`src/tbs_serializer_map.vh`:
```
// Constants for the ten-bit serializer front end: register map, field positions,
// reset values, frame and sync counts, test access port states and instructions.
// Included by the serializer module; holds definitions only.
`ifndef TBS_SERIALIZER_MAP_VH
`define TBS_SERIALIZER_MAP_VH

// Register offsets on the plain register port.
`define TBS_ADDR_W 4
`define TBS_OFS_CTRL 4'h0
`define TBS_OFS_STATUS 4'h4
`define TBS_OFS_SYNC_CNT 4'h8
`define TBS_OFS_WORD_CNT 4'hc

// Control register fields.
`define TBS_CTRL_MSB_FIRST 0
`define TBS_CTRL_RESET 1'h0

// Status register fields.
`define TBS_STAT_SYNC_ACTIVE 0
`define TBS_STAT_ASLEEP 1
`define TBS_STAT_DRIVING 2
`define TBS_STAT_OVERFLOW 3
`define TBS_STAT_FIFO_EMPTY 4

// Frame layout and sync burst.
`define TBS_DATA_W 10
`define TBS_FRAME_BITS 12
`define TBS_BIT_CNT_W 4
`define TBS_LAST_BIT 4'hb
`define TBS_CLK_BIT_START 1'h1
`define TBS_CLK_BIT_END 1'h0
`define TBS_SYNC_MIN 11'h400
`define TBS_SYNC_CNT_W 11
`define TBS_SYNC_SYMBOL 10'h01f
`define TBS_FIFO_DEPTH 4

// Test access port states.
`define TBS_TAP_RESET 4'h0
`define TBS_TAP_IDLE 4'h1
`define TBS_TAP_SEL_DR 4'h2
`define TBS_TAP_CAP_DR 4'h3
`define TBS_TAP_SHIFT_DR 4'h4
`define TBS_TAP_EXIT1_DR 4'h5
`define TBS_TAP_PAUSE_DR 4'h6
`define TBS_TAP_EXIT2_DR 4'h7
`define TBS_TAP_UPD_DR 4'h8
`define TBS_TAP_SEL_IR 4'h9
`define TBS_TAP_CAP_IR 4'ha
`define TBS_TAP_SHIFT_IR 4'hb
`define TBS_TAP_EXIT1_IR 4'hc
`define TBS_TAP_PAUSE_IR 4'hd
`define TBS_TAP_EXIT2_IR 4'he
`define TBS_TAP_UPD_IR 4'hf

// Test instructions and the fixed capture value of the instruction register.
`define TBS_IR_SAMPLE 2'h1
`define TBS_IR_IDCODE 2'h2
`define TBS_IR_BYPASS 2'h3
`define TBS_IR_CAPTURE 2'h1
`define TBS_BSR_LEN 16

`endif

```
`src/tbs_fifo.v`:
```
// Small first-in first-out buffer built as a shifting register file.
// Assumes one clock, an active-low asynchronous reset and a clock enable.
`timescale 1ns/1ps
module tbs_fifo #(
	parameter WIDTH = 10,
	parameter DEPTH = 4,
	parameter CNT_W = 3
) (
	// Clock and reset
	input wire i_clock,
	input wire i_reset_n,
	input wire i_clock_en,
	input wire i_flush,
	// Filling side
	input wire i_in_valid,
	input wire [WIDTH-1:0] i_in_data,
	output wire o_in_ready,
	// Draining side
	output wire o_out_valid,
	output wire [WIDTH-1:0] o_out_data,
	input wire i_out_ready
);
	reg [WIDTH-1:0] entry_q [0:DEPTH-1];
	reg [CNT_W-1:0] count_q;
	wire push;
	wire pop;
	genvar i;

	assign o_in_ready = (count_q != DEPTH[CNT_W-1:0]);
	assign o_out_valid = (count_q != {CNT_W{1'b0}});
	// The head always sits in entry zero, so the read data come from a register.
	assign o_out_data = entry_q[0];
	assign push = i_in_valid & o_in_ready;
	assign pop = o_out_valid & i_out_ready;

	always @(posedge i_clock or negedge i_reset_n) begin
		if (!i_reset_n) begin
			count_q <= {CNT_W{1'b0}};
		end else if (i_clock_en) begin
			if (i_flush) begin
				count_q <= {CNT_W{1'b0}};
			end else if (push && !pop) begin
				count_q <= count_q + 1'b1;
			end else if (pop && !push) begin
				count_q <= count_q - 1'b1;
			end
		end
	end

	generate
		for (i = 0; i < DEPTH; i = i + 1) begin : g_entry
			wire [WIDTH-1:0] above;
			if (i == DEPTH - 1) begin : g_top
				assign above = {WIDTH{1'b0}};
			end else begin : g_mid
				assign above = entry_q[i+1];
			end
			always @(posedge i_clock or negedge i_reset_n) begin
				if (!i_reset_n) begin
					entry_q[i] <= {WIDTH{1'b0}};
				end else if (i_clock_en && !i_flush) begin
					if (pop && push && (count_q == i + 1)) begin
						entry_q[i] <= i_in_data;
					end else if (pop) begin
						entry_q[i] <= above;
					end else if (push && (count_q == i)) begin
						entry_q[i] <= i_in_data;
					end
				end
			end
		end
	endgenerate
endmodule // tbs_fifo

```
`src/tbs_serializer.v`:
```
// Ten-bit serializer front end: captures parallel words on the transmit clock,
// buffers them and sends framed serial words with sync bursts and a test port.
// Assumes every pin input is asynchronous to i_clock and that i_clock runs well
// above the transmit clock and the test clock, since both are found by sampling.
`timescale 1ns/1ps
`include "tbs_serializer_map.vh"
module tbs_serializer #(
	parameter DATA_W = `TBS_DATA_W,
	parameter FIFO_DEPTH = `TBS_FIFO_DEPTH,
	parameter [31:0] IDCODE = 32'h00000001
) (
	// Clock, reset and clock enable
	input wire i_clock,
	input wire i_reset_n,
	input wire i_clock_en,
	// Parallel side pins
	input wire [DATA_W-1:0] i_data,
	input wire i_transmit_clock,
	input wire i_capture_edge_select,
	input wire i_serial_drive_enable,
	input wire i_sleep_request_n,
	input wire i_sync_request_a,
	input wire i_sync_request_b,
	// Serial pair
	output reg o_serial_p,
	output reg o_serial_n,
	output reg o_serial_p_oe,
	output reg o_serial_n_oe,
	output reg o_pll_run,
	// Test access port
	input wire i_tck,
	input wire i_tms,
	input wire i_tdi,
	input wire i_trst_n,
	output reg o_tdo,
	output reg o_tdo_oe,
	// Register port
	input wire [`TBS_ADDR_W-1:0] i_reg_addr,
	input wire [31:0] i_reg_wdata,
	input wire i_reg_write,
	input wire i_reg_read,
	output reg [31:0] o_reg_rdata
);
	localparam PIN_W = DATA_W + 10;

	// Every pin passes two flip-flops; only the second stage is read.
	wire [PIN_W-1:0] pins;
	reg [PIN_W-1:0] meta_q;
	reg [PIN_W-1:0] sync_q;
	assign pins = {i_trst_n, i_tdi, i_tms, i_tck, i_sleep_request_n, i_serial_drive_enable,
		i_capture_edge_select, i_sync_request_b, i_sync_request_a, i_transmit_clock, i_data};

	always @(posedge i_clock or negedge i_reset_n) begin
		if (!i_reset_n) begin
			meta_q <= {PIN_W{1'b0}};
			sync_q <= {PIN_W{1'b0}};
		end else if (i_clock_en) begin
			meta_q <= pins;
			sync_q <= meta_q;
		end
	end

	wire [DATA_W-1:0] data_s = sync_q[DATA_W-1:0];
	wire transmit_clock_s = sync_q[DATA_W];
	wire sync_req = sync_q[DATA_W+1] | sync_q[DATA_W+2]; // and
	wire edge_sel_s = sync_q[DATA_W+3];
	wire drive_en_s = sync_q[DATA_W+4];
	wire awake_s = sync_q[DATA_W+5];
	wire tck_s = sync_q[DATA_W+6];
	wire tms_s = sync_q[DATA_W+7];
	wire tdi_s = sync_q[DATA_W+8];
	wire trst_n_s = sync_q[DATA_W+9];

	// Transmit clock edge detection; data travel through the same two stages so
	// they stay aligned with the edge that strobes them.
	reg transmit_clock_d_q;
	reg tck_d_q;
	wire transmit_clock_rise = transmit_clock_s & ~transmit_clock_d_q;
	wire transmit_clock_fall = ~transmit_clock_s & transmit_clock_d_q;
	wire strobe = edge_sel_s ? transmit_clock_rise : transmit_clock_fall; // and
	wire tck_rise = tck_s & ~tck_d_q;
	wire tck_fall = ~tck_s & tck_d_q;

	// Registers and capture.
	reg ctrl_msb_first_q;
	reg overflow_q;
	reg [DATA_W-1:0] cap_q;
	reg cap_valid_q;
	reg [15:0] sync_cnt_q;
	reg [15:0] word_cnt_q;
	wire fifo_in_ready;
	wire fifo_out_valid;
	wire [DATA_W-1:0] fifo_out_data;
	wire asleep = ~awake_s;
	wire clear_ovf = i_reg_write && (i_reg_addr == `TBS_OFS_STATUS) &&
		i_reg_wdata[`TBS_STAT_OVERFLOW];

	always @(posedge i_clock or negedge i_reset_n) begin
		if (!i_reset_n) begin
			transmit_clock_d_q <= 1'b0;
			tck_d_q <= 1'b0;
			cap_q <= {DATA_W{1'b0}};
			cap_valid_q <= 1'b0;
			overflow_q <= 1'b0;
			ctrl_msb_first_q <= `TBS_CTRL_RESET;
		end else if (i_clock_en) begin
			transmit_clock_d_q <= transmit_clock_s;
			tck_d_q <= tck_s;
			cap_valid_q <= strobe & awake_s;
			if (strobe && awake_s) begin
				cap_q <= data_s;
			end
			// A word that meets a full buffer is dropped; the set wins over a clear.
			if (cap_valid_q && !fifo_in_ready) begin
				overflow_q <= 1'b1;
			end else if (clear_ovf) begin
				overflow_q <= 1'b0;
			end
			if (i_reg_write && (i_reg_addr == `TBS_OFS_CTRL)) begin
				ctrl_msb_first_q <= i_reg_wdata[`TBS_CTRL_MSB_FIRST];
			end
		end
	end

	// Serializer: one bit per enabled clock, frames back to back.
	reg [`TBS_FRAME_BITS-1:0] shift_q;
	reg [`TBS_BIT_CNT_W-1:0] bit_cnt_q;
	reg [`TBS_SYNC_CNT_W-1:0] sync_left_q;
	reg sync_active_q;
	wire frame_end = (bit_cnt_q == `TBS_LAST_BIT);
	wire send_sync = sync_req | (sync_left_q != {`TBS_SYNC_CNT_W{1'b0}});
	wire pop = frame_end & ~send_sync & fifo_out_valid & awake_s;
	reg [DATA_W-1:0] next_word;
	reg [DATA_W-1:0] ordered;
	integer k;

	always @* begin
		next_word = send_sync ? `TBS_SYNC_SYMBOL : (fifo_out_valid ? fifo_out_data :
			{DATA_W{1'b0}});
		ordered = next_word;
		for (k = 0; k < DATA_W; k = k + 1) begin
			if (ctrl_msb_first_q) begin
				ordered[k] = next_word[DATA_W-1-k];
			end
		end
	end

	always @(posedge i_clock or negedge i_reset_n) begin
		if (!i_reset_n) begin
			shift_q <= {`TBS_FRAME_BITS{1'b0}};
			bit_cnt_q <= {`TBS_BIT_CNT_W{1'b0}};
			sync_left_q <= {`TBS_SYNC_CNT_W{1'b0}};
			sync_active_q <= 1'b0;
			sync_cnt_q <= 16'h0000;
			word_cnt_q <= 16'h0000;
		end else if (i_clock_en) begin
			if (asleep) begin
				// The PLL is stopped: the frame restarts cleanly on wake-up.
				shift_q <= {`TBS_FRAME_BITS{1'b0}};
				bit_cnt_q <= `TBS_LAST_BIT;
				sync_left_q <= {`TBS_SYNC_CNT_W{1'b0}};
				sync_active_q <= 1'b0;
			end else if (frame_end) begin
				// Start bit first, ten data bits, then the end clock bit.
				shift_q <= {`TBS_CLK_BIT_END, ordered, `TBS_CLK_BIT_START}; // and
				bit_cnt_q <= {`TBS_BIT_CNT_W{1'b0}};
				sync_active_q <= send_sync;
				if (send_sync) begin
					sync_cnt_q <= sync_cnt_q + 16'h0001;
					// A fresh request arms the full burst; this frame is its first.
					if (sync_left_q == {`TBS_SYNC_CNT_W{1'b0}}) begin
						sync_left_q <= `TBS_SYNC_MIN - 1'b1;
					end else begin
						sync_left_q <= sync_left_q - 1'b1;
					end
				end else if (pop) begin
					word_cnt_q <= word_cnt_q + 16'h0001;
				end
			end else begin
				shift_q <= {1'b0, shift_q[`TBS_FRAME_BITS-1:1]};
				bit_cnt_q <= bit_cnt_q + 1'b1;
			end
		end
	end

	always @(posedge i_clock or negedge i_reset_n) begin
		if (!i_reset_n) begin
			o_serial_p <= 1'b0;
			o_serial_n <= 1'b0;
			o_serial_p_oe <= 1'b0;
			o_serial_n_oe <= 1'b0;
			o_pll_run <= 1'b0;
		end else if (i_clock_en) begin
			o_serial_p <= shift_q[0];
			o_serial_n <= ~shift_q[0];
			o_serial_p_oe <= drive_en_s & awake_s; // and
			o_serial_n_oe <= drive_en_s & awake_s; // and
			o_pll_run <= awake_s;
		end
	end

	tbs_fifo #(
		.WIDTH(DATA_W),
		.DEPTH(FIFO_DEPTH),
		.CNT_W(3)
	) u_fifo (
		.i_clock(i_clock),
		.i_reset_n(i_reset_n),
		.i_clock_en(i_clock_en),
		.i_flush(asleep),
		.i_in_valid(cap_valid_q),
		.i_in_data(cap_q),
		.o_in_ready(fifo_in_ready),
		.o_out_valid(fifo_out_valid),
		.o_out_data(fifo_out_data),
		.i_out_ready(pop)
	);

	// Register read port: data stand in the cycle after the strobe only.
	always @(posedge i_clock or negedge i_reset_n) begin
		if (!i_reset_n) begin
			o_reg_rdata <= 32'h00000000;
		end else if (i_clock_en) begin
			o_reg_rdata <= 32'h00000000;
			if (i_reg_read) begin
				case (i_reg_addr)
					`TBS_OFS_CTRL: o_reg_rdata <= {31'h00000000, ctrl_msb_first_q};
					`TBS_OFS_STATUS: o_reg_rdata <= {27'h0000000, ~fifo_out_valid, overflow_q,
						o_serial_p_oe, asleep, sync_active_q};
					`TBS_OFS_SYNC_CNT: o_reg_rdata <= {16'h0000, sync_cnt_q};
					`TBS_OFS_WORD_CNT: o_reg_rdata <= {16'h0000, word_cnt_q};
					default: o_reg_rdata <= 32'h00000000;
				endcase
			end
		end
	end

	// Test access port, stepped on sampled test clock edges.
	function [3:0] tap_next;
		input [3:0] st;
		input tms;
		begin
			case (st)
				`TBS_TAP_RESET: tap_next = tms ? `TBS_TAP_RESET : `TBS_TAP_IDLE;
				`TBS_TAP_IDLE: tap_next = tms ? `TBS_TAP_SEL_DR : `TBS_TAP_IDLE;
				`TBS_TAP_SEL_DR: tap_next = tms ? `TBS_TAP_SEL_IR : `TBS_TAP_CAP_DR;
				`TBS_TAP_CAP_DR: tap_next = tms ? `TBS_TAP_EXIT1_DR : `TBS_TAP_SHIFT_DR;
				`TBS_TAP_SHIFT_DR: tap_next = tms ? `TBS_TAP_EXIT1_DR : `TBS_TAP_SHIFT_DR;
				`TBS_TAP_EXIT1_DR: tap_next = tms ? `TBS_TAP_UPD_DR : `TBS_TAP_PAUSE_DR;
				`TBS_TAP_PAUSE_DR: tap_next = tms ? `TBS_TAP_EXIT2_DR : `TBS_TAP_PAUSE_DR;
				`TBS_TAP_EXIT2_DR: tap_next = tms ? `TBS_TAP_UPD_DR : `TBS_TAP_SHIFT_DR;
				`TBS_TAP_UPD_DR: tap_next = tms ? `TBS_TAP_SEL_DR : `TBS_TAP_IDLE;
				`TBS_TAP_SEL_IR: tap_next = tms ? `TBS_TAP_RESET : `TBS_TAP_CAP_IR;
				`TBS_TAP_CAP_IR: tap_next = tms ? `TBS_TAP_EXIT1_IR : `TBS_TAP_SHIFT_IR;
				`TBS_TAP_SHIFT_IR: tap_next = tms ? `TBS_TAP_EXIT1_IR : `TBS_TAP_SHIFT_IR;
				`TBS_TAP_EXIT1_IR: tap_next = tms ? `TBS_TAP_UPD_IR : `TBS_TAP_PAUSE_IR;
				`TBS_TAP_PAUSE_IR: tap_next = tms ? `TBS_TAP_EXIT2_IR : `TBS_TAP_PAUSE_IR;
				`TBS_TAP_EXIT2_IR: tap_next = tms ? `TBS_TAP_UPD_IR : `TBS_TAP_SHIFT_IR;
				`TBS_TAP_UPD_IR: tap_next = tms ? `TBS_TAP_SEL_DR : `TBS_TAP_IDLE;
				default: tap_next = `TBS_TAP_RESET;
			endcase
		end
	endfunction

	reg [3:0] tap_q;
	reg [1:0] ir_q;
	reg [1:0] ir_sh_q;
	reg [31:0] dr_q;
	// The boundary register only samples the pins; no pin is overridden.
	wire [`TBS_BSR_LEN-1:0] bsr_cap = sync_q[`TBS_BSR_LEN-1:0];

	always @(posedge i_clock or negedge i_reset_n) begin
		if (!i_reset_n) begin
			tap_q <= `TBS_TAP_RESET;
			ir_q <= `TBS_IR_IDCODE;
			ir_sh_q <= 2'h0;
			dr_q <= 32'h00000000;
			o_tdo <= 1'b0;
			o_tdo_oe <= 1'b0;
		end else if (i_clock_en) begin
			if (!trst_n_s) begin
				tap_q <= `TBS_TAP_RESET;
				ir_q <= `TBS_IR_IDCODE;
				o_tdo_oe <= 1'b0;
			end else if (tck_rise) begin
				tap_q <= tap_next(tap_q, tms_s);
				case (tap_q)
					`TBS_TAP_RESET: ir_q <= `TBS_IR_IDCODE;
					`TBS_TAP_CAP_IR: ir_sh_q <= `TBS_IR_CAPTURE;
					`TBS_TAP_SHIFT_IR: ir_sh_q <= {tdi_s, ir_sh_q[1]};
					`TBS_TAP_UPD_IR: ir_q <= ir_sh_q;
					`TBS_TAP_CAP_DR: begin
						if (ir_q == `TBS_IR_IDCODE) begin
							dr_q <= IDCODE;
						end else if (ir_q == `TBS_IR_SAMPLE) begin
							dr_q <= {16'h0000, bsr_cap};
						end else begin
							dr_q <= 32'h00000000;
						end
					end
					`TBS_TAP_SHIFT_DR: begin
						if (ir_q == `TBS_IR_IDCODE) begin
							dr_q <= {tdi_s, dr_q[31:1]};
						end else if (ir_q == `TBS_IR_SAMPLE) begin
							dr_q <= {16'h0000, tdi_s, dr_q[`TBS_BSR_LEN-1:1]};
						end else begin
							dr_q <= {31'h00000000, tdi_s};
						end
					end
					default: ir_q <= ir_q;
				endcase
			end else if (tck_fall) begin
				// The test output changes on the falling edge and drives only while shifting.
				o_tdo <= (tap_q == `TBS_TAP_SHIFT_IR) ? ir_sh_q[0] : dr_q[0];
				o_tdo_oe <= (tap_q == `TBS_TAP_SHIFT_IR) || (tap_q == `TBS_TAP_SHIFT_DR);
			end
		end
	end
endmodule // tbs_serializer

```
`config.mk`:
```
export PLATFORM = sky130hd
export DESIGN_NAME = tbs_serializer
export DESIGN_NICKNAME = d
export VERILOG_FILES = /design/src/tbs_fifo.v /design/src/tbs_serializer.v
export VERILOG_INCLUDE_DIRS = /design/src /design/src/src
export SDC_FILE = /design/constraint.sdc
export NUM_CORES = 1
export LEC_CHECK = 0
export ABC_AREA = 1
export BUFFER_PORTS_ARGS = -buffer_cell sky130_fd_sc_hd__clkbuf_2
export CAP_MARGIN = 5
export CORE_ASPECT_RATIO = 1.4
export CORE_MARGIN = 2
export CORE_UTILIZATION = 36
export CTS_CLUSTER_SIZE = 24
export DETAILED_ROUTE_END_ITERATION = 12
export SYNTH_ARGS = -nofsm -noshare
export SYNTH_HDL_FRONTEND = slang
export SYNTH_SLANG_ARGS = --single-unit
```
`constraint.sdc`:
```
create_clock -name i_clock -period 5 [get_ports i_clock]
set_input_delay 1.25 -clock i_clock [delete_from_list [all_inputs] [get_ports i_clock]]
set_output_delay 1.25 -clock i_clock [all_outputs]
set_load 0.01 [all_outputs]
```
==> impl_results.md <==
- # Post-CTS Setup Buffers: 0
- Crit-path max cell delay: 0.48 ns
- Avg Vias per Cell: 4.953
- Setup ws final: 1.944 ns
- Most common cell in the netlist: nand2_1
- Slew headroom: 0.2372
- Final net count: 1449
- Global Route Usage Sum: 0.1651
- Routability congestion estimate from global placement: 0.8549
- FFs w/ async S/R, synth: 1.000
- Placed Area: 11280 µm²
- Row count: 74
- CP Data Arrival Time: 3.50 ns
- Final routed DRC violation total: 0
- Synth top area share: 0.5066
- Critical Path End: sync_cnt_q[7]$_DFFE_PN0P_
- WP data required: 5.45 ns
- Via count: 8786
- Hpwl dp: 17400 µm
- Core box area: 29350 µm²
- Final Instance Area: 12110 µm²
- Htree depth: 1
- Hold Path Class: flip-flop to flip-flop
- Routed Antenna Nets: 0
- Die X-Extent: 150.2 µm
- Synthesized area: 10770 µm²
- Fmax: 327.2 MHz
- Worst setup path class: input port to flip-flop
- Least-Margin Pin Slew: 1.137 ns
- Initial antenna violation count: 0
- Post-CTS Resized: 0
- Placement Setup Slack: 1.405 ns
- Die height: 208.6 µm
- Critical Path End Type: flip-flop
- Crit-path slowest cell: nand2_1
- Seq cells post-synth: 219
- Reg2reg setup slack: 2.21 ns
- Starting Density: 0.3669
- Clk_lat worst skew: 0.54 ns
- Synth top area cells: dfrtp_1 51%, nand2_1 13%, o21ai_0 5.8%
- Peak supply drop: 218.3 µV
- Worst hold margin: 0.4709 ns
- Max-capacitance violation count: 0
- Seq/Total Area, Yosys: 0.5090
- Fin Setup TNS: 0 ns
- Lkg Pwr: 0.006030 µW
- Number of setup violations in the final report: 0
- FF-to-FF End: u_fifo.g_entry[1].above[6]$_DFFE_PN0P_
- First-pass GRT wire length: 42810 µm
- RR Startpoint: sync_left_q[0]$_DFFE_PN0P_
- CTS Hold Bufs: 0
- Final Slew Violations: 0
- CTS Buffer Depth: 3
- Ys flop type: dfrtp_1
- Largest net degree at the start of global routing: 138
- Area Growth Syn to Fin: 12.46%
- Total I/O pin count: 100
- YS warnings: 0
- Total length of routed wires: 25090 µm
- Drt pass-1 iters: 5
- Starting DRT DRC Count: 616
- Post-synth EDFFs: 0
- Die area: 31330 µm²
- Unrepaired setup endpoints after global routing: false
- CTS tree: done
- Worst setup SP type: input port
- Synth Instances: 1347
- Port bufs: 53
- CP Cell Sequence: buf_4 -> nand2_2 -> nor2_1 -> nand2_1 -> nor2_1 -> nand2_1 -> nor2_1 -> xor2_1
- Final Cycle Share: 0.6112
- Clk_skew: 0.02053 ns
- Synth area leader: dfrtp_1
- Drt wl/cell: 14.14 µm
- Aggregate global routing overflow: 0
- Status: finished clean
- Post-synth top cells: 375 x nand2_1, 218 x dfrtp_1, 134 x inv_1
- Cell mode on critical path: nor2_1
- Clk sink count: 219
- Fin. Hold Viols: 0
- Yosys cell types: 38
- Worst R2R Path Depth: 11
- Crit path launch: i_clock_en
- CTS root buf: clkbuf_16
- Pwr dens: 452.9 nW/µm²
- Clock Pin Slew Worst Setup and Hold Paths: 0.06 ns
- Minimum clock period: 3.056 ns
- CTS buffer count: 23
- N_diodes: 0
- Vias in the first global route: 8698
- Share of post-route cells with drive strength above 1: 0.08752
- Syn_area_per_cell: 7.995 µm²
- Crit-path max FO: 39
## final cells by class
cell class | instances | area [µm²]
fill | 2953 | 17240
sequential | 219 | 5482
multi-input combinational | 934 | 4468
clock buffer | 31 | 625.6
inverter | 139 | 521.8
tap | 380 | 475.5
timing repair buffer | 60 | 342.8
clock inverter | 11 | 195.2
## cells by family after synthesis
kind of cell	synth area share
AND/OR/NAND/NOR	0.2547
AO/OA/AOI/OAI	0.1184
flip-flops	0.5090
buffers and inverters	0.08203
XOR/XNOR	0.02277
adder cells (fa/ha/maj)	0.01278
other	0.0003482
## layout by cell type, fill, tap and decap left out, types with 3 or more instances in the layout
cell,instances
nor3_1,16
nand4_1,9
nor4_1,3
nand3_1,117
conb_1,16
xor2_1,25
clkbuf_2,51
o22ai_1,18
o31ai_1,5
a21oi_1,29
clkbuf_16,23
o21ai_0,125
nor2_4,5
buf_4,7
dfrtp_1,218
a31oi_1,20
nor2_2,7
o21ai_1,7
inv_1,134
xnor2_1,3
ha_1,11
bufinv_16,5
clkbuf_1,6
inv_2,4
nor2_1,107
clkinv_2,5
nand2_2,3
nand2_1,375
o211ai_1,18
nand3b_1,4
## routing by layer
layer / track usage / vias up / wire length (µm)
li1: - / 4402 / -
met1: 0.2195 / 4200 / 11290
met2: 0.2823 / 152 / 12330
met3: 0.02096 / 32 / 1010
met4: 0.04587 / 0 / 457
met5: 0 / - / 0
## worst min-delay path by stage
stage	startpoint	to	slack [ns]	depth (start not counted)
4_1_cts	meta_q[11]$_DFFE_PN0P_	meta_q[11]$_DFFE_PN0P_	0.47	2
2_1_floorplan	meta_q[0]$_DFFE_PN0P_	meta_q[0]$_DFFE_PN0P_	0.44	2
3_3_place_gp	meta_q[15]$_DFFE_PN0P_	meta_q[15]$_DFFE_PN0P_	0.45	2
6_report	meta_q[11]$_DFFE_PN0P_	meta_q[11]$_DFFE_PN0P_	0.47	2
5_1_grt	meta_q[6]$_DFFE_PN0P_	meta_q[6]$_DFFE_PN0P_	0.49	2
3_5_place_dp	meta_q[9]$_DFFE_PN0P_	meta_q[9]$_DFFE_PN0P_	0.46	2
## worst max-delay path, delay by kind of cell
kind,cells,cell delay [ns]
AND/OR/NAND/NOR,6,1.73
XOR/XNOR,1,0.16
buffers and inverters,1,0.34
## through the flow
step / instances / power (µW) / util
2_1_floorplan: 1362 / 3279 / -
3_3_place_gp: 1732 / 3608 / 0.3845
3_5_place_dp: 1732 / 3637 / 0.3845
4_1_cts: 1774 / 5539 / 0.4124
5_1_grt: 1774 / 5875 / 0.4126
6_report: 1774 / 5485 / 0.4126
## report_power, final
| group | switching, µW | leakage [µW] | internal [µW] |
|---|---|---|---|
| Sequential | 230 | 0.00282 | 2080 |
| Combinational | 878 | 0.00280 | 421 |
| Clock | 730 | 0.000405 | 1140 |
## state kept, by name (all words and copies together) (netlist names), 2 cells and up
signal and flops:
sync_left_q 11, u_fifo.o_out_data 10, o_reg_rdata 16, sync_cnt_q 16, shift_q 11, bit_cnt_q 4
word_cnt_q 16, ir_sh_q 2, tap_q 4, u_fifo.g_entry.above 30, dr_q 32, ir_q 2
sync_q 20, u_fifo.count_q 3, cap_q 10, meta_q 20
No activity file was read; power rests on OpenSTA's default activity.
